$ cat src/pkg/tec_pkg.sv
// Constants shared by the thermal event configuration block
package tec_pkg;
   // Register pointer values
   localparam logic [3:0]  PTR_CAP   = 4'h0;
   localparam logic [3:0]  PTR_CFG   = 4'h1;
   localparam logic [3:0]  PTR_UPPER = 4'h2;
   localparam logic [3:0]  PTR_LOWER = 4'h3;
   localparam logic [3:0]  PTR_CRIT  = 4'h4;
   localparam logic [3:0]  PTR_TEMP  = 4'h5;
   localparam logic [3:0]  PTR_MFG   = 4'h6;
   localparam logic [3:0]  PTR_DEV   = 4'h7;
   // Configuration field positions
   localparam int          B_MODE    = 0;
   localparam int          B_POL     = 1;
   localparam int          B_CRITO   = 2;
   localparam int          B_OUTEN   = 3;
   localparam int          B_STAT    = 4;
   localparam int          B_CLR     = 5;
   localparam int          B_LOCKA   = 6;
   localparam int          B_LOCKC   = 7;
   localparam int          B_SHUT    = 8;
   localparam int          B_HYST    = 9;
   // Reset and fixed values
   localparam logic [15:0] CFG_RST   = 16'h0000;
   localparam logic [15:0] TRIP_RST  = 16'h0000;
   localparam logic [15:0] CAP_VAL   = 16'h001D;
   localparam logic [15:0] TRIP_MASK = 16'h1FFC;
   // Hysteresis in sixteenths of a degree
   localparam logic [6:0]  HYS_0     = 7'h00;
   localparam logic [6:0]  HYS_1P5   = 7'h18;
   localparam logic [6:0]  HYS_3     = 7'h30;
   localparam logic [6:0]  HYS_6     = 7'h60;
   // Event output modes
   typedef enum logic {TEC_COMPARE = 1'b0, TEC_INTR = 1'b1} tec_mode_e;
endpackage

$ cat src/pkg/tec_cmp_if.sv
// Interface between the configuration block and its trip comparator
`timescale 1ns/100ps
interface tec_cmp_if #(parameter int TW = 13);
   logic [TW-1:0] temp;      // Latched temperature, twos complement
   logic [15:0]   upper;     // Alarm window upper trip register
   logic [15:0]   lower;     // Alarm window lower trip register
   logic [15:0]   crit;      // Critical trip register
   logic [1:0]    hyst;      // Hysteresis select
   logic          halt;      // Sensing shut down
   logic          above;     // Above alarm window
   logic          below;     // Below alarm window
   logic          crit_trip; // At or above critical
   modport ctl (output temp, upper, lower, crit, hyst, halt,
                input above, below, crit_trip);
   modport cmp (input temp, upper, lower, crit, hyst, halt,
                output above, below, crit_trip);
endinterface

$ cat src/rtl/tec_event_cfg.sv
// Event and power configuration register with event pin control
// Overview of operation
// - D0 selects comparator or interrupt event mode
// - Locks freeze mode, polarity, critical-only, enable
// - D1 selects event pin active level
// - D2 restricts events to critical trips
// - D3 zero keeps event pin deasserted
// - D4 reads back current pin assertion
// - Writing D4 changes nothing
// - D5 one clears latched interrupt event
// - Clear has no effect in comparator mode
// - Clear bit not stored, reads zero
// - Critical condition holds event, ignores clear
// - Alarm lock refuses window trip writes
// - Critical lock refuses critical trip writes
// - Locks stick until power-on reset
// - One write sets a lock
// - Shutdown stops sensing and events
// - Locks block setting shutdown, not clearing
// - D10:D9 selects trip hysteresis
// - Temperature compared against three trip limits
`timescale 1ns/100ps
module tec_event_cfg #(
   parameter int TW = 13                 // Temperature word width
) (
   input  wire logic          ref_clk,     // 200 MHz system clock
   input  wire logic          rst_n,       // Power-on reset, active low
   input  wire logic          reg_wr,      // Register write strobe
   input  wire logic [3:0]    reg_ptr,     // Register pointer
   input  wire logic [15:0]   reg_wdata,   // Write data
   output logic      [15:0]   reg_rdata,   // Read data, one cycle late
   input  wire logic          temp_sample, // New conversion strobe
   input  wire logic [TW-1:0] temp_value,  // Conversion result
   output logic               sensing_core_en, // Sensing core run
   output logic               event_o,     // Event pin drive level
   output logic               event_oe     // Event pin pull-down enable
);
   // Identity words, values arbitrary
   localparam logic [15:0] MFG_ID = 16'h5A5A;
   localparam logic [15:0] DEV_ID = 16'h0100;

   // Width check: comparator is built for 13-bit words
   if (TW != 13) begin : g_tw_chk
      $error("tec_event_cfg: TW must be 13");
   end

   tec_cmp_if #(.TW(TW)) cif ();         // Link to comparator

   logic [15:0]   cfg_q, cfg_d;          // Stored configuration
   logic [15:0]   up_q, up_d;            // Alarm upper trip
   logic [15:0]   lo_q, lo_d;            // Alarm lower trip
   logic [15:0]   cr_q, cr_d;            // Critical trip
   logic [TW-1:0] temp_q, temp_d;        // Latched temperature
   logic          evt_q, evt_d;          // Internal event state
   logic          cond_q, cond_d;        // Last trip condition
   logic          stat_q, stat_d;        // Pin asserted status
   logic          oe_q, oe_d;            // Registered pull-down
   logic [15:0]   rd_q, rd_d;            // Read data register
   logic          cfg_wr;                // Write to configuration
   logic          locked;                // Either lock set
   logic          clr_evt;               // Clear-event request
   logic          cond_w;                // Current trip condition
   tec_pkg::tec_mode_e mode;             // Event mode view

   assign cfg_wr  = reg_wr && (reg_ptr == tec_pkg::PTR_CFG);
   assign locked  = cfg_q[tec_pkg::B_LOCKA] || cfg_q[tec_pkg::B_LOCKC];
   // clear strobe from write of one
   assign clr_evt = cfg_wr && reg_wdata[tec_pkg::B_CLR];
   assign mode    = tec_pkg::tec_mode_e'(cfg_q[tec_pkg::B_MODE]);

   // Configuration next value
   always_comb begin
      cfg_d = cfg_q;
      if (cfg_wr) begin
         if (!locked) begin
            cfg_d[3:0] = reg_wdata[3:0];
         end
         cfg_d[tec_pkg::B_LOCKA] = cfg_q[tec_pkg::B_LOCKA]
                                   | reg_wdata[tec_pkg::B_LOCKA];
         cfg_d[tec_pkg::B_LOCKC] = cfg_q[tec_pkg::B_LOCKC]
                                   | reg_wdata[tec_pkg::B_LOCKC];
         if (!reg_wdata[tec_pkg::B_SHUT] || !locked) begin
            cfg_d[tec_pkg::B_SHUT] = reg_wdata[tec_pkg::B_SHUT];
         end
         cfg_d[10:9] = reg_wdata[10:9];
      end
      cfg_d[tec_pkg::B_STAT] = 1'b0;
      cfg_d[tec_pkg::B_CLR]  = 1'b0;
      cfg_d[15:11]           = 5'h00;
   end

   // Trip limit next values; the lock check sits on the write path
   always_comb begin
      up_d = up_q;
      lo_d = lo_q;
      cr_d = cr_q;
      if (reg_wr && !cfg_q[tec_pkg::B_LOCKA]) begin
         if (reg_ptr == tec_pkg::PTR_UPPER) begin
            up_d = reg_wdata & tec_pkg::TRIP_MASK;
         end
         if (reg_ptr == tec_pkg::PTR_LOWER) begin
            lo_d = reg_wdata & tec_pkg::TRIP_MASK;
         end
      end
      if (reg_wr && !cfg_q[tec_pkg::B_LOCKC]
          && reg_ptr == tec_pkg::PTR_CRIT) begin
         cr_d = reg_wdata & tec_pkg::TRIP_MASK;
      end
   end

   // Register file storage
   always_ff @(posedge ref_clk) begin
      if (!rst_n) begin
         cfg_q <= tec_pkg::CFG_RST;
         up_q  <= tec_pkg::TRIP_RST;
         lo_q  <= tec_pkg::TRIP_RST;
         cr_q  <= tec_pkg::TRIP_RST;
      end else begin
         cfg_q <= cfg_d;
         up_q  <= up_d;
         lo_q  <= lo_d;
         cr_q  <= cr_d;
      end
   end

   // Comparator hookup
   assign cif.temp  = temp_q;
   assign cif.upper = up_q;
   assign cif.lower = lo_q;
   assign cif.crit  = cr_q;
   assign cif.hyst  = cfg_q[10:9];
   assign cif.halt  = cfg_q[tec_pkg::B_SHUT];

   tec_trip_cmp u_cmp (
      .ref_clk (ref_clk),
      .rst_n   (rst_n),
      .cif     (cif.cmp)
   );

   assign sensing_core_en = !cfg_q[tec_pkg::B_SHUT];

   // Event state next values
   always_comb begin
      temp_d = temp_q;
      // Conversions ignored while the core is off
      if (temp_sample && !cfg_q[tec_pkg::B_SHUT]) begin
         temp_d = temp_value;
      end
      cond_w = cif.crit_trip
               || (!cfg_q[tec_pkg::B_CRITO] && (cif.above || cif.below));
      cond_d = cond_w;
      if (mode == tec_pkg::TEC_COMPARE) begin
         evt_d = cond_w;
      end else begin
         // new trip beats clear, critical holds
         evt_d = (cond_w && !cond_q) || cif.crit_trip
                 || (evt_q && !clr_evt);
      end
      if (cfg_q[tec_pkg::B_SHUT]) begin
         evt_d = 1'b0;
      end
      stat_d = evt_d && cfg_d[tec_pkg::B_OUTEN];
      // pull down when pin level is low
      oe_d   = cfg_d[tec_pkg::B_POL] ? !stat_d : stat_d;
   end

   // Event state storage
   always_ff @(posedge ref_clk) begin
      if (!rst_n) begin
         temp_q <= '0;
         evt_q  <= 1'b0;
         cond_q <= 1'b0;
         stat_q <= 1'b0;
         oe_q   <= 1'b0;
      end else begin
         temp_q <= temp_d;
         evt_q  <= evt_d;
         cond_q <= cond_d;
         stat_q <= stat_d;
         oe_q   <= oe_d;
      end
   end

   // Open drain: the pin only ever pulls low
   assign event_o  = 1'b0;
   assign event_oe = oe_q;

   // Read mux, unmapped pointers read zero
   always_comb begin
      unique case (reg_ptr)
         tec_pkg::PTR_CAP:   rd_d = tec_pkg::CAP_VAL;
         tec_pkg::PTR_CFG: begin
            rd_d = cfg_q;
            rd_d[tec_pkg::B_STAT] = stat_q;
         end
         tec_pkg::PTR_UPPER: rd_d = up_q;
         tec_pkg::PTR_LOWER: rd_d = lo_q;
         tec_pkg::PTR_CRIT:  rd_d = cr_q;
         tec_pkg::PTR_TEMP:
            rd_d = {cif.crit_trip, cif.above, cif.below, temp_q[12:0]};
         tec_pkg::PTR_MFG:   rd_d = MFG_ID;
         tec_pkg::PTR_DEV:   rd_d = DEV_ID;
         default:            rd_d = 16'h0000;
      endcase
   end

   // Read data register
   always_ff @(posedge ref_clk) begin
      if (!rst_n) begin
         rd_q <= 16'h0000;
      end else begin
         rd_q <= rd_d;
      end
   end
   assign reg_rdata = rd_q;
endmodule

$ cat src/rtl/tec_trip_cmp.sv
// Trip comparator with selectable hysteresis
`timescale 1ns/100ps
module tec_trip_cmp (
   input  wire logic ref_clk, // System clock
   input  wire logic rst_n,   // Synchronous reset, active low
   tec_cmp_if.cmp    cif      // Temperature, limits and trip flags
);
   logic signed [14:0] t_w;     // Widened temperature
   logic signed [14:0] up_w;    // Widened limits in 1/16 degree
   logic signed [14:0] lo_w;
   logic signed [14:0] cr_w;
   logic signed [14:0] hy_w;    // Hysteresis amount
   logic               above_d, below_d, crit_d;
   logic               above_q, below_q, crit_q;

   // Hysteresis pulls each release point back into the safe side
   always_comb begin
      t_w  = $signed({{2{cif.temp[12]}}, cif.temp[12:0]});
      up_w = $signed({{2{cif.upper[12]}}, cif.upper[12:2], 2'b00});
      lo_w = $signed({{2{cif.lower[12]}}, cif.lower[12:2], 2'b00});
      cr_w = $signed({{2{cif.crit[12]}}, cif.crit[12:2], 2'b00});
      unique case (cif.hyst)
         2'b00: hy_w = $signed({8'h00, tec_pkg::HYS_0});
         2'b01: hy_w = $signed({8'h00, tec_pkg::HYS_1P5});
         2'b10: hy_w = $signed({8'h00, tec_pkg::HYS_3});
         2'b11: hy_w = $signed({8'h00, tec_pkg::HYS_6});
      endcase
      above_d = above_q ? (t_w > up_w - hy_w) : (t_w > up_w);
      below_d = below_q ? (t_w < lo_w + hy_w) : (t_w < lo_w);
      crit_d  = crit_q  ? (t_w >= cr_w - hy_w) : (t_w >= cr_w);
      if (cif.halt) begin
         above_d = 1'b0;
         below_d = 1'b0;
         crit_d  = 1'b0;
      end
   end

   // Flag registers
   always_ff @(posedge ref_clk) begin
      if (!rst_n) begin
         above_q <= 1'b0;
         below_q <= 1'b0;
         crit_q  <= 1'b0;
      end else begin
         above_q <= above_d;
         below_q <= below_d;
         crit_q  <= crit_d;
      end
   end

   assign cif.above     = above_q;
   assign cif.below     = below_q;
   assign cif.crit_trip = crit_q;
endmodule

$ cat config.mk
export PLATFORM = sky130hd
export DESIGN_NAME = tec_event_cfg
export DESIGN_NICKNAME = d
export VERILOG_FILES = /design/src/pkg/tec_pkg.sv /design/src/pkg/tec_cmp_if.sv /design/src/rtl/tec_event_cfg.sv /design/src/rtl/tec_trip_cmp.sv
export SDC_FILE = /design/constraint.sdc
export NUM_CORES = 1
export LEC_CHECK = 0
export ABC_AREA = 1
export BUFFER_PORTS_ARGS = -buffer_cell sky130_fd_sc_hd__buf_2
export CAP_MARGIN = 20
export CORE_ASPECT_RATIO = 1.2
export CORE_MARGIN = 2
export CORE_UTILIZATION = 50
export DETAILED_ROUTE_END_ITERATION = 6
export PLACE_DENSITY = 0.72
export SLEW_MARGIN = 10
export SYNTH_ARGS = -nofsm -noshare
export SYNTH_HDL_FRONTEND = slang
export SYNTH_HIERARCHICAL = 1
export SYNTH_SLANG_ARGS = --single-unit
$ cat constraint.sdc
create_clock -name ref_clk -period 3.25 [get_ports ref_clk]
set_input_delay 0.65 -clock ref_clk [delete_from_list [all_inputs] [get_ports ref_clk]]
set_output_delay 0.65 -clock ref_clk [all_outputs]
set_load 0.03 [all_outputs]
# Word-level counts from Yosys, hierarchy flattened

Index checks and enable logic that the tools add are counted.

Output and inout port bits: 19
Word-level logic and storage cells: 82
Input port bits: 37
Register bits: 85

Muxes and demuxes: 10
$lt $le $gt $ge: 6
Bitwise logic cells: 4
Add/sub/neg operators: 3
Reductions and logical operators: 32
Equality and inequality tests: 10

Operator list:

| kind                                                                  | number |
|---|---|
| 16-bit case mux with 8 select lines                                   | 1 |
| 15-bit case mux with 4 select lines                                   | 1 |
| 13-bit by 15-bit subtractor with 15-bit output                        | 2 |
| 4-bit by 3-bit equality test with 1-bit output, second input constant | 4 |
| 13-bit by 15-bit adder with 15-bit output                             | 1 |
| 13-bit by 15-bit greater-or-equal comparator with 1-bit output        | 1 |
| 13-bit by 15-bit greater-than comparator with 1-bit output            | 1 |
| 13-bit by 15-bit < comparator with 1-bit output                       | 1 |
| 13-bit greater-or-equal comparator                                    | 1 |
| 13-bit greater-than comparator                                        | 1 |
| 13-bit < comparator                                                   | 1 |
| 1-bit logical AND                                                     | 10 |
| 1-bit zero test                                                       | 9 |
| 4-bit by 2-bit equality test with 1-bit output, second input constant | 2 |
| 4-bit 2-to-1 mux                                                      | 2 |
| 2-bit AND reduction                                                   | 4 |
| 1-bit logical OR                                                      | 6 |
| 1-bit 2-to-1 mux                                                      | 6 |
| 2-bit equality test, second input constant                            | 2 |
| 4-bit by 1-bit equality test with 1-bit output, second input constant | 1 |
| 4-bit zero test                                                       | 1 |
| 2-bit by 1-bit equality test with 1-bit output, second input constant | 1 |
| 2-bit zero test                                                       | 1 |
| 1-bit inverter                                                        | 2 |
| 2 further kinds                                                       | 3 |

# Logic depth before layout (Yosys ltp)

Gate-level depths: netlist of run 1.

Depth in word-level cells: 11
Gate-level depth with buffers: 22
Mapped depth without buffers: 22

# Cells and area by module

Netlist of run 1, hierarchy kept.

By module, submodules not included:

| module        | cells each | sequential area each (um2) | area each (um2) | times used |
|---|---|---|---|---|
| tec_event_cfg | 396        | 1501.4                     | 3046.7          | 1 |
| tec_trip_cmp  | 439        | 60.1                       | 2736.4          | 1 |

# Least setup slack after synthesis of run 1

Ideal clock, no wire load.

Path kind: flip-flop to flip-flop
Start: register cfg_q[10]
End: register u_cmp.above_q, in the netlist u_cmp/cif.above
Setup time: 0.116 ns
Period minus slack after synthesis: 2.878 ns
Path buffers: 0
Data required time: 3.134 ns
Stages on the path, launching flop included: 20
Path slack: 0.372 ns
Data arrival time: 2.761 ns
Cells stage by stage: dfxtp_1 -> inv_1 -> ha_1 -> fa_1 -> a21o_1 -> a21oi_2 -> nand3_2 -> nor2_2 -> nand2_2 -> o21ai_2 -> inv_1 -> ha_1 -> nand2_1 -> nor2_1 -> and2_1 -> nand2_1 -> nand2_1 -> nand2_1 -> nand3_1 -> a21oi_1

Longest elaborated chain between the ends: 5
Elaborated cells between the ends (all ways): 8
Classes of those cells: 1 x add/sub; 1 x order compare; 3 x eq/ne; 2 x mux; 1 x reduce/logical

RTL lines:

| what                                                           | line                 | text |
|---|---|---|
| from (decl)                                                    | tec_event_cfg.sv:49  | `logic [15:0] cfg_q, cfg_d;` |
| from (signal assigned)                                         | tec_event_cfg.sv:114 | `cfg_q <= tec_pkg::CFG_RST;` |
| from (signal assigned)                                         | tec_event_cfg.sv:119 | `cfg_q <= cfg_d;` |
| 2-bit equality test (tied with other cells)                    | tec_trip_cmp.sv:22   | `unique case (cif.hyst)` |
| 15-bit case mux with 4 select lines (*)                        | tec_trip_cmp.sv:22   |  |
| 13-bit by 15-bit subtractor with 15-bit output (*)             | tec_trip_cmp.sv:28   | `above_d = above_q ? (t_w > up_w - hy_w) : (t_w > up_w);` |
| 13-bit by 15-bit greater-than comparator with 1-bit output (*) | tec_trip_cmp.sv:28   |  |
| 1-bit 2-to-1 mux (*)                                           | tec_trip_cmp.sv:28   |  |
| to (signal assigned)                                           | tec_trip_cmp.sv:45   | `above_q <= above_d;` |
| to (decl)                                                      | tec_trip_cmp.sv:14   | `logic above_q, below_q, crit_q;` |

Every way passes the cells marked *; elsewhere a longest branch is shown, timed or not. The select of a mux whose other input is x is not followed.
A chain may end at the register's enable or synchronous reset.

# Worst setup path in the final report of run 1

Ends and elaborated chain as after synthesis.

==> load_flow_metrics.sql, run 1 <==
INSERT INTO impl_metrics (metric_group, metric, value, unit) VALUES
('setup_path', 'timing.critical_path.slowest_stage_cell', 'fa_1', ''),
('clock_network', 'cts_num_sinks', '78', ''),
('grt', 'antenna_found_initial', '0', ''),
('power', 'power_frac_comb', '0.235', ''),
('clock_network', 'clock_tree.htree_level_count', '3', ''),
('sta', 'final_max_slew_viol_count', '0', ''),
('synth', 'syn-num-nets', '957', ''),
('route', 'drt-wirelength-per-cell', '15.0', 'µm'),
('power', 'worst_ir_drop_on_vdd', '435', 'µV'),
('floorplan', 'die-width', '102', 'µm'),
('setup_path', 'timing.critical_path.cells', 'inv_2, ha_4, ha_1, inv_1, fa_1, a21o_1, a21oi_2, nand3_2, nor2_2, nand2_2, o21ai_2, inv_1, ha_1, nand2_1, nor2_2, buf_4, a21oi_2, nand2_1, nand2_1, nand3_1, a21oi_1', ''),
('status', 'outcome', 'finished, final reports clean', ''),
('route', 'route.final.wire_length', '15.8', 'mm'),
('finish', 'layout.core_utilization', '0.576', ''),
('floorplan', 'core_area', '0.0114', 'mm²'),
('route', 'avgViaCountPerCell', '5.28', ''),
('route', 'detailed_route_drc_error_count', '0', ''),
('floorplan', 'die-area', '0.0124', 'mm²'),
('power', 'internal_power', '1.94', 'mW'),
('synth', 'synth.yosys.warnings', '6', ''),
('clock_network', 'cts_hold_buf', '0', ''),
('sta', 'finalCriticalPeriod', '3.00', 'ns'),
('route', 'drt_pre_antenna_iters', '5', ''),
('floorplan', 'fp-row-count', '43', ''),
('worst_hold_path', 'holdCritPathClass', 'reg2reg', ''),
('finish', 'num_antenna_cells', '0', ''),
('sta', 'setup-tns-final', '0', 'ns'),
('synth', 'syn-instance-count', '835', ''),
('sta', 'clock_skew', '0.00431', 'ns'),
('synth', 'yosys.cell_types.count', '39', ''),
('synth', 'synth_area_per_cell', '6.93', 'µm²'),
('clock_network', 'cts_root_buf', 'clkbuf_16', ''),
('floorplan', 'ioPinCount', '56', ''),
('setup_path', 'worst_path_most_repeated_cell', 'nand2_1', ''),
('grt', 'largest_net_degree_at_the_start_of_global_routing', '46', ''),
('setup_path', 'slowest_delay', '0.40', 'ns'),
('grt', 'first_global_vias', '5190', ''),
('sta', 'fmax', '333', 'MHz'),
('setup_path', 'critPathKind', 'reg2reg', ''),
('finish', 'layout_cells_sized_above_1', '0.123', ''),
('sta', 'setup_viol', '0', ''),
('finish', 'flow.area_growth_from_synthesis', '13.6', '%'),
('floorplan', 'initial_core_util', '0.507', ''),
('setup_path', 'critical_path_peak_fanout', '3', ''),
('clock_network', 'clock_path_buffers', '2', ''),
('sta', 'layout_worst_path_cycle_share', '0.924', ''),
('placement', 'routabilityCongestion', '0.891', ''),
('grt', 'grt_overflow', '0', ''),
('setup_path', 'critical_path.startpoint_type', 'flip-flop', ''),
('finish', 'layout.cells.most_common_list', 'nand2_1, inv_1, a21oi_1', ''),
('sta', 'rsz_0062_raised_after_global_routing', 'false', ''),
('setup_path', 'worst_ep_required_time', '3.53', 'ns'),
('clock_network', 'cts_tree', 'built', ''),
('clock_network', 'worst_skew_pair_later_pin_latency', '0.35', 'ns'),
('power', 'pwr_density_cell', '436', 'mW/mm²'),
('power', 'power.switching_fraction', '0.321', ''),
('power', 'p_leak', '3.07', 'nW'),
('setup_path', 'setup.worst_path.end_class', 'flip-flop', ''),
('grt', 'grt_first_pass_wirelength', '25.3', 'mm'),
('clock_network', 'tritoncts.num_buffers', '9', ''),
('placement', 'hpwl', '12.5', 'mm'),
('power', 'power.share.clock', '0.394', ''),
('sta', 'final_hold_viol_count', '0', ''),
('route', 'drt_antenna_net_count', '0', ''),
('grt', 'grt_util_all_layers', '0.267', ''),
('sta', 'tightestPinTransition', '0.763', 'ns'),
('synth', 'seq_area_frac_synth', '0.270', ''),
('clock_network', 'path_clk_slew', '0.07', 'ns'),
('route', 'num_vias', '5562', ''),
('sta', 'slew_headroom', '0.490', ''),
('synth', 'yosys_register_bits', '78', ''),
('power', 'sequentialPowerShare', '0.372', ''),
('finish', 'final_net_count', '1013', ''),
('flow_run', 'cap_violations', '0', ''),
('power', 'p_switching', '0.919', 'mW'),
('synth', 'synthesis.area', '0.00578', 'mm²'),
('finish', 'layout_commonest_cell', 'nand2_1', ''),
('route', 'drt-initial-drc-count', '279', ''),
('placement', 'portBuffers', '51', ''),
('floorplan', 'die_h', '122', 'µm'),
('setup_path', 'cp.arrival', '3.29', 'ns');
[area by class of cell]
cell class	instances	area, µm²
well taps	157	196
clock inverters	7	105
inverters	149	559
fillers	1144	4840
multi-input cells	591	3580
repair buffers	62	338
flip-flops and latches	78	1560
clock buffers	9	225
[cell usage after synthesis]
library cell / instances / area [µm²]
nand2_1: 160 / 601
inv_1: 145 / 544
a21oi_1: 90 / 450
ha_1: 82 / 1030
dfxtp_1: 78 / 1560
nor2_1: 69 / 259
o21ai_0: 51 / 255
nand3_1: 43 / 215
o22ai_1: 15 / 93.8
xor2_1: 15 / 131
nand4_1: 9 / 56.3
a31oi_1: 7 / 43.8
clkbuf_1: 6 / 22.5
nand2_2: 6 / 37.5
nor3_1: 6 / 30.0
xnor2_1: 6 / 52.6
nor2_2: 5 / 31.3
buf_4: 4 / 30.0
inv_2: 4 / 15.0
buf_6: 3 / 33.8
fa_1: 3 / 60.1
o21ai_1: 3 / 15.0
a21o_1: 2 / 15.0
a21oi_2: 2 / 17.5
and2_1: 2 / 12.5
buf_1: 2 / 7.51
buf_2: 2 / 10.0
nand2_4: 2 / 22.5
nor2_4: 2 / 22.5
o21bai_1: 2 / 15.0
conb_1: 1 / 3.75
nand3_2: 1 / 10.0
nand3b_1: 1 / 7.51
nor2_8: 1 / 20.0
nor3_2: 1 / 10.0
nor3_4: 1 / 16.3
nor4_1: 1 / 6.26
o21ai_2: 1 / 8.76
o31ai_2: 1 / 12.5
[critical path, delay by kind of cell (launching register included)]
kind | cells | cell delay, ns
compound gates | 5 | 0.74
simple gates | 8 | 0.62
buf+inv | 4 | 0.32
flops | 1 | 0.32
fa+ha+maj | 4 | 0.95
[what timing repair did]
item,CTS,global route
buffers inserted,0,3
setup endpoints to repair,0,3
resized for setup,0,7
[cells by family (layout without fill, tap and decap cells)]
group / after synthesis / in the layout / share of synthesized area
simple gates: 310 / 310 / 0.235
other cells: 1 / 1 / 0.000648
flops: 78 / 78 / 0.270
fa+ha+maj: 85 / 85 / 0.188
compound gates: 174 / 174 / 0.160
buf+inv: 166 / 227 / 0.115
xor+xnor: 21 / 21 / 0.0318
[metrics by stage]
step	area, µm²	total power [mW]	hold slack [ns]	cells	setup WS (ns)
after global placement	6190	1.72	0.456	1034	0.149
after global routing	6570	3.02	0.487	1053	0.00771
after CTS	6520	2.84	0.463	1050	0.104
final	6570	2.86	0.464	1053	0.247
after floorplan	5780	1.55	0.437	835	0.372
after detailed placement	6190	1.73	0.454	1034	0.116
[power groups by stage]
| stage | clock network [mW] | logic (mW) | registers, mW |
|---|---|---|---|
| 5_1_grt | 1.17 | 0.777 | 1.07 |
| 3_3_place_gp | 0 | 0.635 | 1.08 |
| 3_5_place_dp | 0 | 0.647 | 1.08 |
| 2_1_floorplan | 0 | 0.485 | 1.07 |
| 4_1_cts | 1.13 | 0.652 | 1.06 |
| 6_report | 1.13 | 0.672 | 1.06 |
[path summary, 6_finish.rpt]
path | start | to | slack (ns) | cells after the start
max | cfg_q[10]$_SDFFE_PN0N_ | u_cmp/cif.above$_SDFF_PP0_ | 0.25 | 21
min | cif.crit[3]$_SDFFE_PN0P_ | cif.crit[3]$_SDFFE_PN0P_ | 0.46 | 2
max reg2reg | cfg_q[10]$_SDFFE_PN0N_ | u_cmp/cif.above$_SDFF_PP0_ | 0.25 | 21
min reg2reg | cif.crit[3]$_SDFFE_PN0P_ | cif.crit[3]$_SDFFE_PN0P_ | 0.46 | 2
[sequential cells by signal, summed over array words and instances, names as in the netlist]
signal and count:
reg_rdata 16, cif.temp 13, cif.crit 11, cif.lower 11, cif.upper 11, cfg_q 9
cond_q 1, event_oe 1, evt_q 1, stat_q 1, u_cmp/cif.above 1, u_cmp/cif.below 1
u_cmp/cif.crit_trip 1
[layer usage]
metal | global-route usage | share of wire | up-vias
met5 | 0 | 0 | -
met4 | 0.106 | 0.036 | 0
met3 | 0.0430 | 0.045 | 34
met2 | 0.470 | 0.50 | 158
met1 | 0.322 | 0.41 | 2545
li1 | - | - | 2825
(Power assumes the default switching activity.)
==> run 2, diff against run 1 <==
- CORE_ASPECT_RATIO: 1.2 -> 1.5
- CORE_UTILIZATION: 50 -> 60
- CTS_BUF_LIST: default -> sky130_fd_sc_hd__clkbuf_4 sky130_fd_sc_hd__clkbuf_8 sky130_fd_sc_hd__clkbuf_16
- PLACE_DENSITY: 0.72 -> 0.84
==> run 2 against run 1 <==
  * Flip-flop and latch count stayed put
  * Die area is 16% lower
  * Sequential power hardly changed
  * Clock power is 16% lower
  * Highest routed layer unchanged
  * Wire length is 1.7% higher
  * Register-to-register slack worse by 0.05 ns
  * Clock skew is 0.0020 ns higher
  * Critical path type unchanged
  * Power is 6.2% lower
  * Maximum frequency is 1.8% lower
==> load_flow_metrics.sql, run 2 (synthesis results as in run 1) <==
INSERT INTO impl_metrics (metric_group, metric, value, unit) VALUES
('setup_path', 'critical_path.startpoint_type', 'flip-flop', ''),
('placement', 'detailedPlace.worstSlack', '0.141', 'ns'),
('worst_hold_path', 'worstHoldPathCells', '2', ''),
('worst_hold_path', 'hold_end', 'cif.temp[1]$_SDFFE_PN0P_', ''),
('clock_network', 'clock_path_buffers', '2', ''),
('route', 'met2WireLength', '8.15', 'mm'),
('finish', 'layout_cells_sized_above_1', '0.119', ''),
('grt', 'grt_overflow', '0', ''),
('sta', 'timing.final.ws_setup', '0.192', 'ns'),
('flow_run', 'cap_violations', '0', ''),
('placement', 'routabilityCongestion', '0.952', ''),
('route', 'highest-signal-layer', 'met4', ''),
('route', 'route.final.wire_length', '16.1', 'mm'),
('power', 'power.switching_fraction', '0.331', ''),
('power', 'total_chip_power', '2.69', 'mW'),
('placement', 'hpwl', '12.5', 'mm'),
('sta', 'slew_headroom', '0.518', ''),
('setup_path', 'setup_slack_reg_to_reg', '0.19', 'ns'),
('power', 'worst_ir_drop_on_vdd', '396', 'µV'),
('route', 'wl_met1', '5.99', 'mm'),
('setup_path', 'setup.worst_path.end_class', 'flip-flop', ''),
('placement', 'dp_cells', '985', ''),
('power', 'pwr_density_cell', '418', 'mW/mm²'),
('finish', 'storage_element_area', '0.00156', 'mm²'),
('finish', 'area_used_by_multi_input_combinational_logic', '0.00359', 'mm²'),
('grt', 'largest_net_degree_at_the_start_of_global_routing', '46', ''),
('route', 'drt-wirelength-per-cell', '16.1', 'µm'),
('finish', 'largest_register_ff_count', '16', ''),
('floorplan', 'ioPinCount', '56', ''),
('sta', 'setup_viol', '0', ''),
('finish', 'num_antenna_cells', '0', ''),
('route', 'drt_pre_antenna_iters', '6', ''),
('power', 'sequentialPowerShare', '0.399', ''),
('sta', 'clock_skew', '0.00630', 'ns'),
('placement', 'portBuffers', '51', ''),
('finish', 'layout.core_utilization', '0.691', ''),
('worst_hold_path', 'holdCritPathClass', 'reg2reg', ''),
('clock_network', 'clock_tree.htree_level_count', '3', ''),
('sta', 'fmax', '327', 'MHz'),
('clock_network', 'cts_root_buf', 'clkbuf_16', ''),
('setup_path', 'critPathKind', 'reg2reg', ''),
('route', 'avgViaCountPerCell', '5.70', ''),
('power', 'power.share.clock', '0.354', ''),
('floorplan', 'die-width', '84.2', 'µm'),
('sta', 'final_hold_viol_count', '0', ''),
('route', 'detailed_route_drc_error_count', '0', ''),
('finish', 'layout_commonest_cell', 'nand2_1', ''),
('sta', 'setup-tns-final', '0', 'ns'),
('setup_path', 'cp.arrival', '3.33', 'ns'),
('setup_path', 'r2r_start', 'cfg_q[10]$_SDFFE_PN0N_', ''),
('clock_network', 'cts_num_sinks', '78', ''),
('route', 'drt-initial-drc-count', '404', ''),
('grt', 'antenna_found_initial', '0', ''),
('clock_network', 'cts_tree', 'built', ''),
('finish', 'finalNonFillerCells', '1002', ''),
('power', 'power_frac_comb', '0.247', ''),
('status', 'outcome', 'finished, final reports clean', ''),
('floorplan', 'initial_core_util', '0.621', ''),
('power', 'p_switching', '0.889', 'mW'),
('route', 'drt_antenna_net_count', '0', ''),
('setup_path', 'critical_path_peak_fanout', '3', ''),
('sta', 'tightestPinTransition', '0.722', 'ns'),
('clock_network', 'worst_skew_pair_later_pin_latency', '0.34', 'ns'),
('grt', 'grt_util_all_layers', '0.308', ''),
('grt', 'first_global_vias', '5458', ''),
('clock_network', 'path_clk_slew', '0.06', 'ns'),
('finish', 'layout.cells.most_common_list', 'nand2_1, inv_1, a21oi_1', ''),
('floorplan', 'core_area', '0.00931', 'mm²'),
('sta', 'finalCriticalPeriod', '3.06', 'ns'),
('setup_path', 'crit-reg2reg-capture', 'u_cmp/cif.above$_SDFF_PP0_', ''),
('grt', 'grt_first_pass_wirelength', '25.6', 'mm'),
('route', 'num_vias', '5709', ''),
('sta', 'layout_worst_path_cycle_share', '0.941', ''),
('finish', 'flow.area_growth_from_synthesis', '11.2', '%'),
('setup_path', 'worstRegToRegCells', '20', ''),
('sta', 'final_max_slew_viol_count', '0', ''),
('power', 'internal_power', '1.80', 'mW'),
('floorplan', 'fp-row-count', '43', ''),
('setup_path', 'worst_ep_required_time', '3.52', 'ns'),
('power', 'p_leak', '3.02', 'nW'),
('route', 'met3_wirelength', '905', 'µm'),
('clock_network', 'tritoncts.num_buffers', '9', ''),
('finish', 'nFillCells', '776', ''),
('floorplan', 'die-area', '0.0105', 'mm²'),
('worst_hold_path', 'hold_startpoint', 'cif.temp[1]$_SDFFE_PN0P_', ''),
('finish', 'final_net_count', '1007', ''),
('floorplan', 'die_h', '124', 'µm');
## run 2: cell count changes in the layout (fill, tap and decap cells not counted), sizes merged
cell,delta
buf,-6
bufinv,-2
clkbuf,+1
clkinv,+1
clkinvlp,+1
inv,-1
## run 2: critical path, cell delays in order (launching register included)
cell,delay [ns]
dfxtp_1,0.32
inv_2,0.09
ha_4,0.16
ha_1,0.13
inv_1,0.06
fa_1,0.42
a21o_1,0.19
a21oi_2,0.17
nand3_2,0.10
nor2_2,0.12
nand2_2,0.07
o21ai_2,0.11
inv_1,0.06
ha_1,0.27
nand2_1,0.08
nor2_2,0.14
and2_1,0.16
nand2_1,0.07
nand3_1,0.08
nand3_1,0.08
a21oi_1,0.12
## run 2: repair_timing
action                     CTS  global route
gates resized for setup      0             9
setup buffers                0             1
hold buffers                 0             0
setup endpoints to repair    0             3
## run 2: layout make-up
cell class | instances | share of cell area
Clock buffer | 10 | 0.0372
Clock inverter | 6 | 0.00720
Inverter | 149 | 0.0869
Multi-Input combinational cell | 591 | 0.558
Sequential cell | 78 | 0.243
Tap cell | 112 | 0.0218
Timing Repair Buffer | 56 | 0.0455
## run 2: routing by layer
layer | GRT usage | up-vias
li1 | - | 2813
met1 | 0.343 | 2584
met2 | 0.547 | 240
met3 | 0.0431 | 72
met4 | 0.183 | 0
met5 | 0 | -
## run 2: worst max path at each step
stage	from	end	slack (ns)
after floorplan	cfg_q[10]$_SDFFE_PN0N_	u_cmp/cif.above$_SDFF_PP0_	0.37
after global placement	cfg_q[10]$_SDFFE_PN0N_	u_cmp/cif.above$_SDFF_PP0_	0.20
after detailed placement	cfg_q[10]$_SDFFE_PN0N_	u_cmp/cif.above$_SDFF_PP0_	0.14
after CTS	cfg_q[10]$_SDFFE_PN0N_	u_cmp/cif.above$_SDFF_PP0_	0.12
after global routing	cfg_q[10]$_SDFFE_PN0N_	u_cmp/cif.crit_trip$_SDFF_PP0_	-0.02
final	cfg_q[10]$_SDFFE_PN0N_	u_cmp/cif.above$_SDFF_PP0_	0.19
## run 2: through the flow
| step | instance area [µm²] | hold slack [ns] |
|---|---|---|
| 3_5_place_dp | 6100 | 0.455 |
| 4_1_cts | 6390 | 0.475 |
| 2_1_floorplan | 5780 | 0.437 |
| 5_1_grt | 6430 | 0.490 |
| 6_report | 6430 | 0.473 |
| 3_3_place_gp | 6100 | 0.454 |
## run 2: power by group through the flow
stage / logic (mW) / clock network (mW) / registers (mW)
global route: 0.764 / 0.995 / 1.08
detailed placement: 0.637 / 0 / 1.09
floorplan: 0.485 / 0 / 1.07
finish: 0.663 / 0.951 / 1.07
global placement: 0.619 / 0 / 1.09
CTS: 0.644 / 0.953 / 1.07
==> run 3, diff against run 2 <==
- ABC_AREA: 1 -> default
- CTS_CLUSTER_SIZE: default -> 25
- clock period: 3.25 -> 3.1 ns (I/O delays scaled with it)
==> run 3 against run 2 <==
  * The flow now finishes with violations (negative setup slack)
  * First-iteration DRC count shrank 1.7%
  * Sequential share of layout area shrank 0.87 points
  * Non-clock buffer count grew 39
  * Combinational power shrank 3%
  * Critical path type unchanged
  * Critical endpoint is now u_cmp/cif.below$_SDFF_PP0_
==> load_flow_metrics.sql, run 3 <==
INSERT INTO impl_metrics (metric_group, metric, value, unit) VALUES
('placement', 'hpwl', '13.1', 'mm'),
('worst_hold_path', 'hold_startpoint', 'temp_value[4]', ''),
('worst_hold_path', 'holdCritPathClass', 'in2reg', ''),
('synth', 'synth-xor-area-share', '0.0348', ''),
('sta', 'slew_headroom', '0.434', ''),
('setup_path', 'r2r_start', 'cfg_q[10]$_SDFFE_PN0N_', ''),
('sta', 'rsz_0062_raised_after_global_routing', 'true', ''),
('setup_path', 'setup_slack_reg_to_reg', '-0.16', 'ns'),
('floorplan', 'ioPinCount', '56', ''),
('floorplan', 'fp-row-count', '43', ''),
('floorplan', 'initial_core_util', '0.609', ''),
('route', 'drt_antenna_net_count', '0', ''),
('setup_path', 'worst_ep_required_time', '3.32', 'ns'),
('synth', 'synthDominantAreaCellType', 'dfxtp_1', ''),
('clock_network', 'cts_tree', 'built', ''),
('setup_path', 'cp.arrival', '3.48', 'ns'),
('synth', 'share_of_the_synthesized_area_in_compound_gates_ao_oa_aoi_oai', '0.168', ''),
('synth', 'synth_simple_gate_area_frac', '0.179', ''),
('route', 'avgViaCountPerCell', '6.53', ''),
('clock_network', 'cts_root_buf', 'clkbuf_16', ''),
('route', 'drt-initial-drc-count', '397', ''),
('synth', 'synth_area_leaders', 'dfxtp_1, ha_1, mux2i_1, a21oi_1, nand2_1', ''),
('route', 'detailed_route_drc_error_count', '0', ''),
('synth', 'synth_fa_ha_area_frac', '0.196', ''),
('synth', 'yosys.cell_types.count', '59', ''),
('setup_path', 'worstRegToRegCells', '17', ''),
('synth', 'most_frequent_cell_after_synthesis', 'ha_1', ''),
('sta', 'fmax', '307', 'MHz'),
('setup_path', 'setup.worst_path.start', 'cfg_q[10]$_SDFFE_PN0N_', ''),
('finish', 'layout_commonest_cell', 'ha_1', ''),
('setup_path', 'critical_path.startpoint_type', 'flip-flop', ''),
('grt', 'grt_overflow', '0', ''),
('sta', 'timing.final.ws_setup', '-0.162', 'ns'),
('route', 'route.final.wire_length', '18.1', 'mm'),
('finish', 'largest_register_ff_count', '16', ''),
('grt', 'largest_net_degree_at_the_start_of_global_routing', '25', ''),
('status', 'violations_in_the_final_reports', 'negative setup slack', ''),
('floorplan', 'die_h', '122', 'µm'),
('finish', 'layout.cells.most_common_list', 'ha_1, dfxtp_1, nand2_1', ''),
('status', 'outcome', 'finished with violations', ''),
('synth', 'yosys-mux-area-fraction', '0.0851', ''),
('finish', 'final_net_count', '857', ''),
('synth', 'yosys_register_bits', '78', ''),
('clock_network', 'worst_skew_pair_later_pin_latency', '0.34', 'ns'),
('power', 'worst_ir_drop_on_vdd', '394', 'µV'),
('synth', 'synthesis.area', '0.00554', 'mm²'),
('finish', 'layout_cells_sized_above_1', '0.207', ''),
('clock_network', 'tritoncts.num_buffers', '9', ''),
('setup_path', 'critical_path_peak_fanout', '2', ''),
('setup_path', 'crit-reg2reg-capture', 'u_cmp/cif.below$_SDFF_PP0_', ''),
('flow_run', 'cap_violations', '0', ''),
('synth', 'netlist.area_leader.share', '0.282', ''),
('power', 'p_leak', '3.14', 'nW'),
('sta', 'clock_skew', '0.00785', 'ns'),
('finish', 'postLayoutCellArea', '0.00668', 'mm²'),
('placement', 'detailedPlace.worstSlack', '-0.239', 'ns'),
('finish', 'layout.core_utilization', '0.734', ''),
('sta', 'hold_ws', '0.510', 'ns'),
('finish', 'nFillCells', '641', ''),
('setup_path', 'timing.critical_path.to', 'u_cmp/cif.below$_SDFF_PP0_', ''),
('sta', 'finalCriticalPeriod', '3.26', 'ns'),
('placement', 'portBuffers', '51', ''),
('power', 'total_chip_power', '2.84', 'mW'),
('sta', 'tightestPinTransition', '0.850', 'ns'),
('finish', 'flow.area_growth_from_synthesis', '20.5', '%'),
('synth', 'synthArstFlopShare', '0', ''),
('floorplan', 'die-width', '82.5', 'µm'),
('clock_network', 'cts_num_sinks', '78', ''),
('setup_path', 'setup.worst_path.end_class', 'flip-flop', ''),
('synth', 'synth_enable_flop_cells', '0', ''),
('sta', 'final_hold_viol_count', '0', ''),
('route', 'drt-wirelength-per-cell', '21.3', 'µm'),
('synth', 'syn-num-nets', '771', ''),
('grt', 'grt_util_all_layers', '0.373', ''),
('setup_path', 'critPathKind', 'reg2reg', ''),
('clock_network', 'clock_tree.htree_level_count', '3', ''),
('route', 'num_vias', '5567', ''),
('placement', 'routabilityCongestion', '0.963', ''),
('synth', 'synth-main-ff-cell', 'dfxtp_1', ''),
('clock_network', 'cts_hold_buf', '0', ''),
('sta', 'final_max_slew_viol_count', '0', ''),
('synth', 'synth_area_per_cell', '8.54', 'µm²'),
('synth', 'synth.yosys.warnings', '6', ''),
('power', 'pwr_density_cell', '425', 'mW/mm²'),
('sta', 'layout_worst_path_cycle_share', '1.05', ''),
('grt', 'antenna_found_initial', '0', ''),
('placement', 'place_area', '0.00615', 'mm²'),
('synth', 'dominant_combinational_cell_family_by_area_after_synthesis', 'adder cells', ''),
('clock_network', 'clock_path_buffers', '2', ''),
('route', 'drt_pre_antenna_iters', '6', ''),
('finish', 'num_antenna_cells', '0', ''),
('floorplan', 'die-area', '0.0100', 'mm²'),
('grt', 'grt_first_pass_wirelength', '27.8', 'mm'),
('synth', 'seq_area_frac_synth', '0.282', ''),
('floorplan', 'core_area', '0.00909', 'mm²'),
('clock_network', 'path_clk_slew', '0.06', 'ns'),
('synth', 'syn-instance-count', '649', ''),
('sta', 'setup_viol', '3', ''),
('synth', 'synth_top_cells_by_count', 'ha_1, dfxtp_1, nand2_1', ''),
('grt', 'first_global_vias', '5571', '');
run 3: cell types whose count changed after synthesis, sizes merged, moves of 10 or more:
cell and delta:
inv -94, o22ai -12, nor2b +33, o21ai -35, nand2 -111, nand3 -36, xor2 -14, mux2i +46
a211oi +10, xnor2 +15, a21o +19, nor2 -23, a21oi -42
run 3: critical path, stage by stage (launching register included):
cell	delay (ns)
dfxtp_2	0.34
inv_2	0.05
ha_4	0.28
inv_2	0.05
ha_4	0.20
a21o_1	0.20
a21oi_2	0.15
nor2b_1	0.08
nor2_1	0.19
nor2_1	0.08
xnor2_1	0.13
ha_1	0.33
a211oi_2	0.32
o21ai_2	0.13
a21oi_4	0.21
o41ai_4	0.11
mux2i_1	0.19
o31ai_1	0.11
run 3: how the worst min path moves through the flow:
stage	end	slack, ns	cells past startpoint
6_report	cif.temp[4]$_SDFFE_PN0P_	0.51	3
4_1_cts	cif.temp[11]$_SDFFE_PN0P_	0.51	3
3_3_place_gp	cif.temp[2]$_SDFFE_PN0P_	0.49	2
5_1_grt	cif.temp[2]$_SDFFE_PN0P_	0.53	3
2_1_floorplan	cif.temp[0]$_SDFFE_PN0P_	0.45	2
3_5_place_dp	cfg_q[6]$_SDFFE_PN0N_	0.50	2
run 3: final cells by class:
type / instances / area (µm²) / area share
inverter: 55 / 206 / 0.0309
tap: 112 / 140 / 0.0210
sequential: 78 / 1560 / 0.234
clock buffer: 10 / 239 / 0.0358
timing repair buffer: 95 / 589 / 0.0883
clock inverter: 6 / 68.8 / 0.0103
multi-input combinational: 496 / 3870 / 0.580
run 3: metrics by stage:
stage	setup TNS [ns]	std cells
6_report	-0.327	852
5_1_grt	-0.603	852
4_1_cts	-0.108	849
3_5_place_dp	-0.638	830
3_3_place_gp	-0.468	830
2_1_floorplan	-0.000944	649
run 3: logic make-up after synthesis:
group | Yosys count
adders and majority gates | 85
AOI/OAI and AO/OA | 140
and+or+nand+nor | 201
other | 1
DFF | 78
xor gates and xnor gates | 22
muxes | 47
buffers and inverters | 75
run 3: layer usage:
metal  track usage  wire length (µm)  share of wire
met4         0.292              1500          0.083
met2         0.624              8890           0.49
met3        0.0600              1390          0.076
met1         0.404              6360           0.35
met5             0                 0              0
run 3: timing repair:
action	4_1_cts	5_1_grt
pin swaps	36	23
endpoints found under the hold margin	0	0
cloned	0	0
gates resized for setup	28	9
setup endpoints to repair	3	3
setup buffers	5	3
run 3: where the power goes:
group | internal, mW | switching (mW) | total, mW
clock network | 0.651 | 0.445 | 1.10
registers | 1.04 | 0.0601 | 1.10
logic | 0.277 | 0.366 | 0.644
total | 1.97 | 0.872 | 2.84
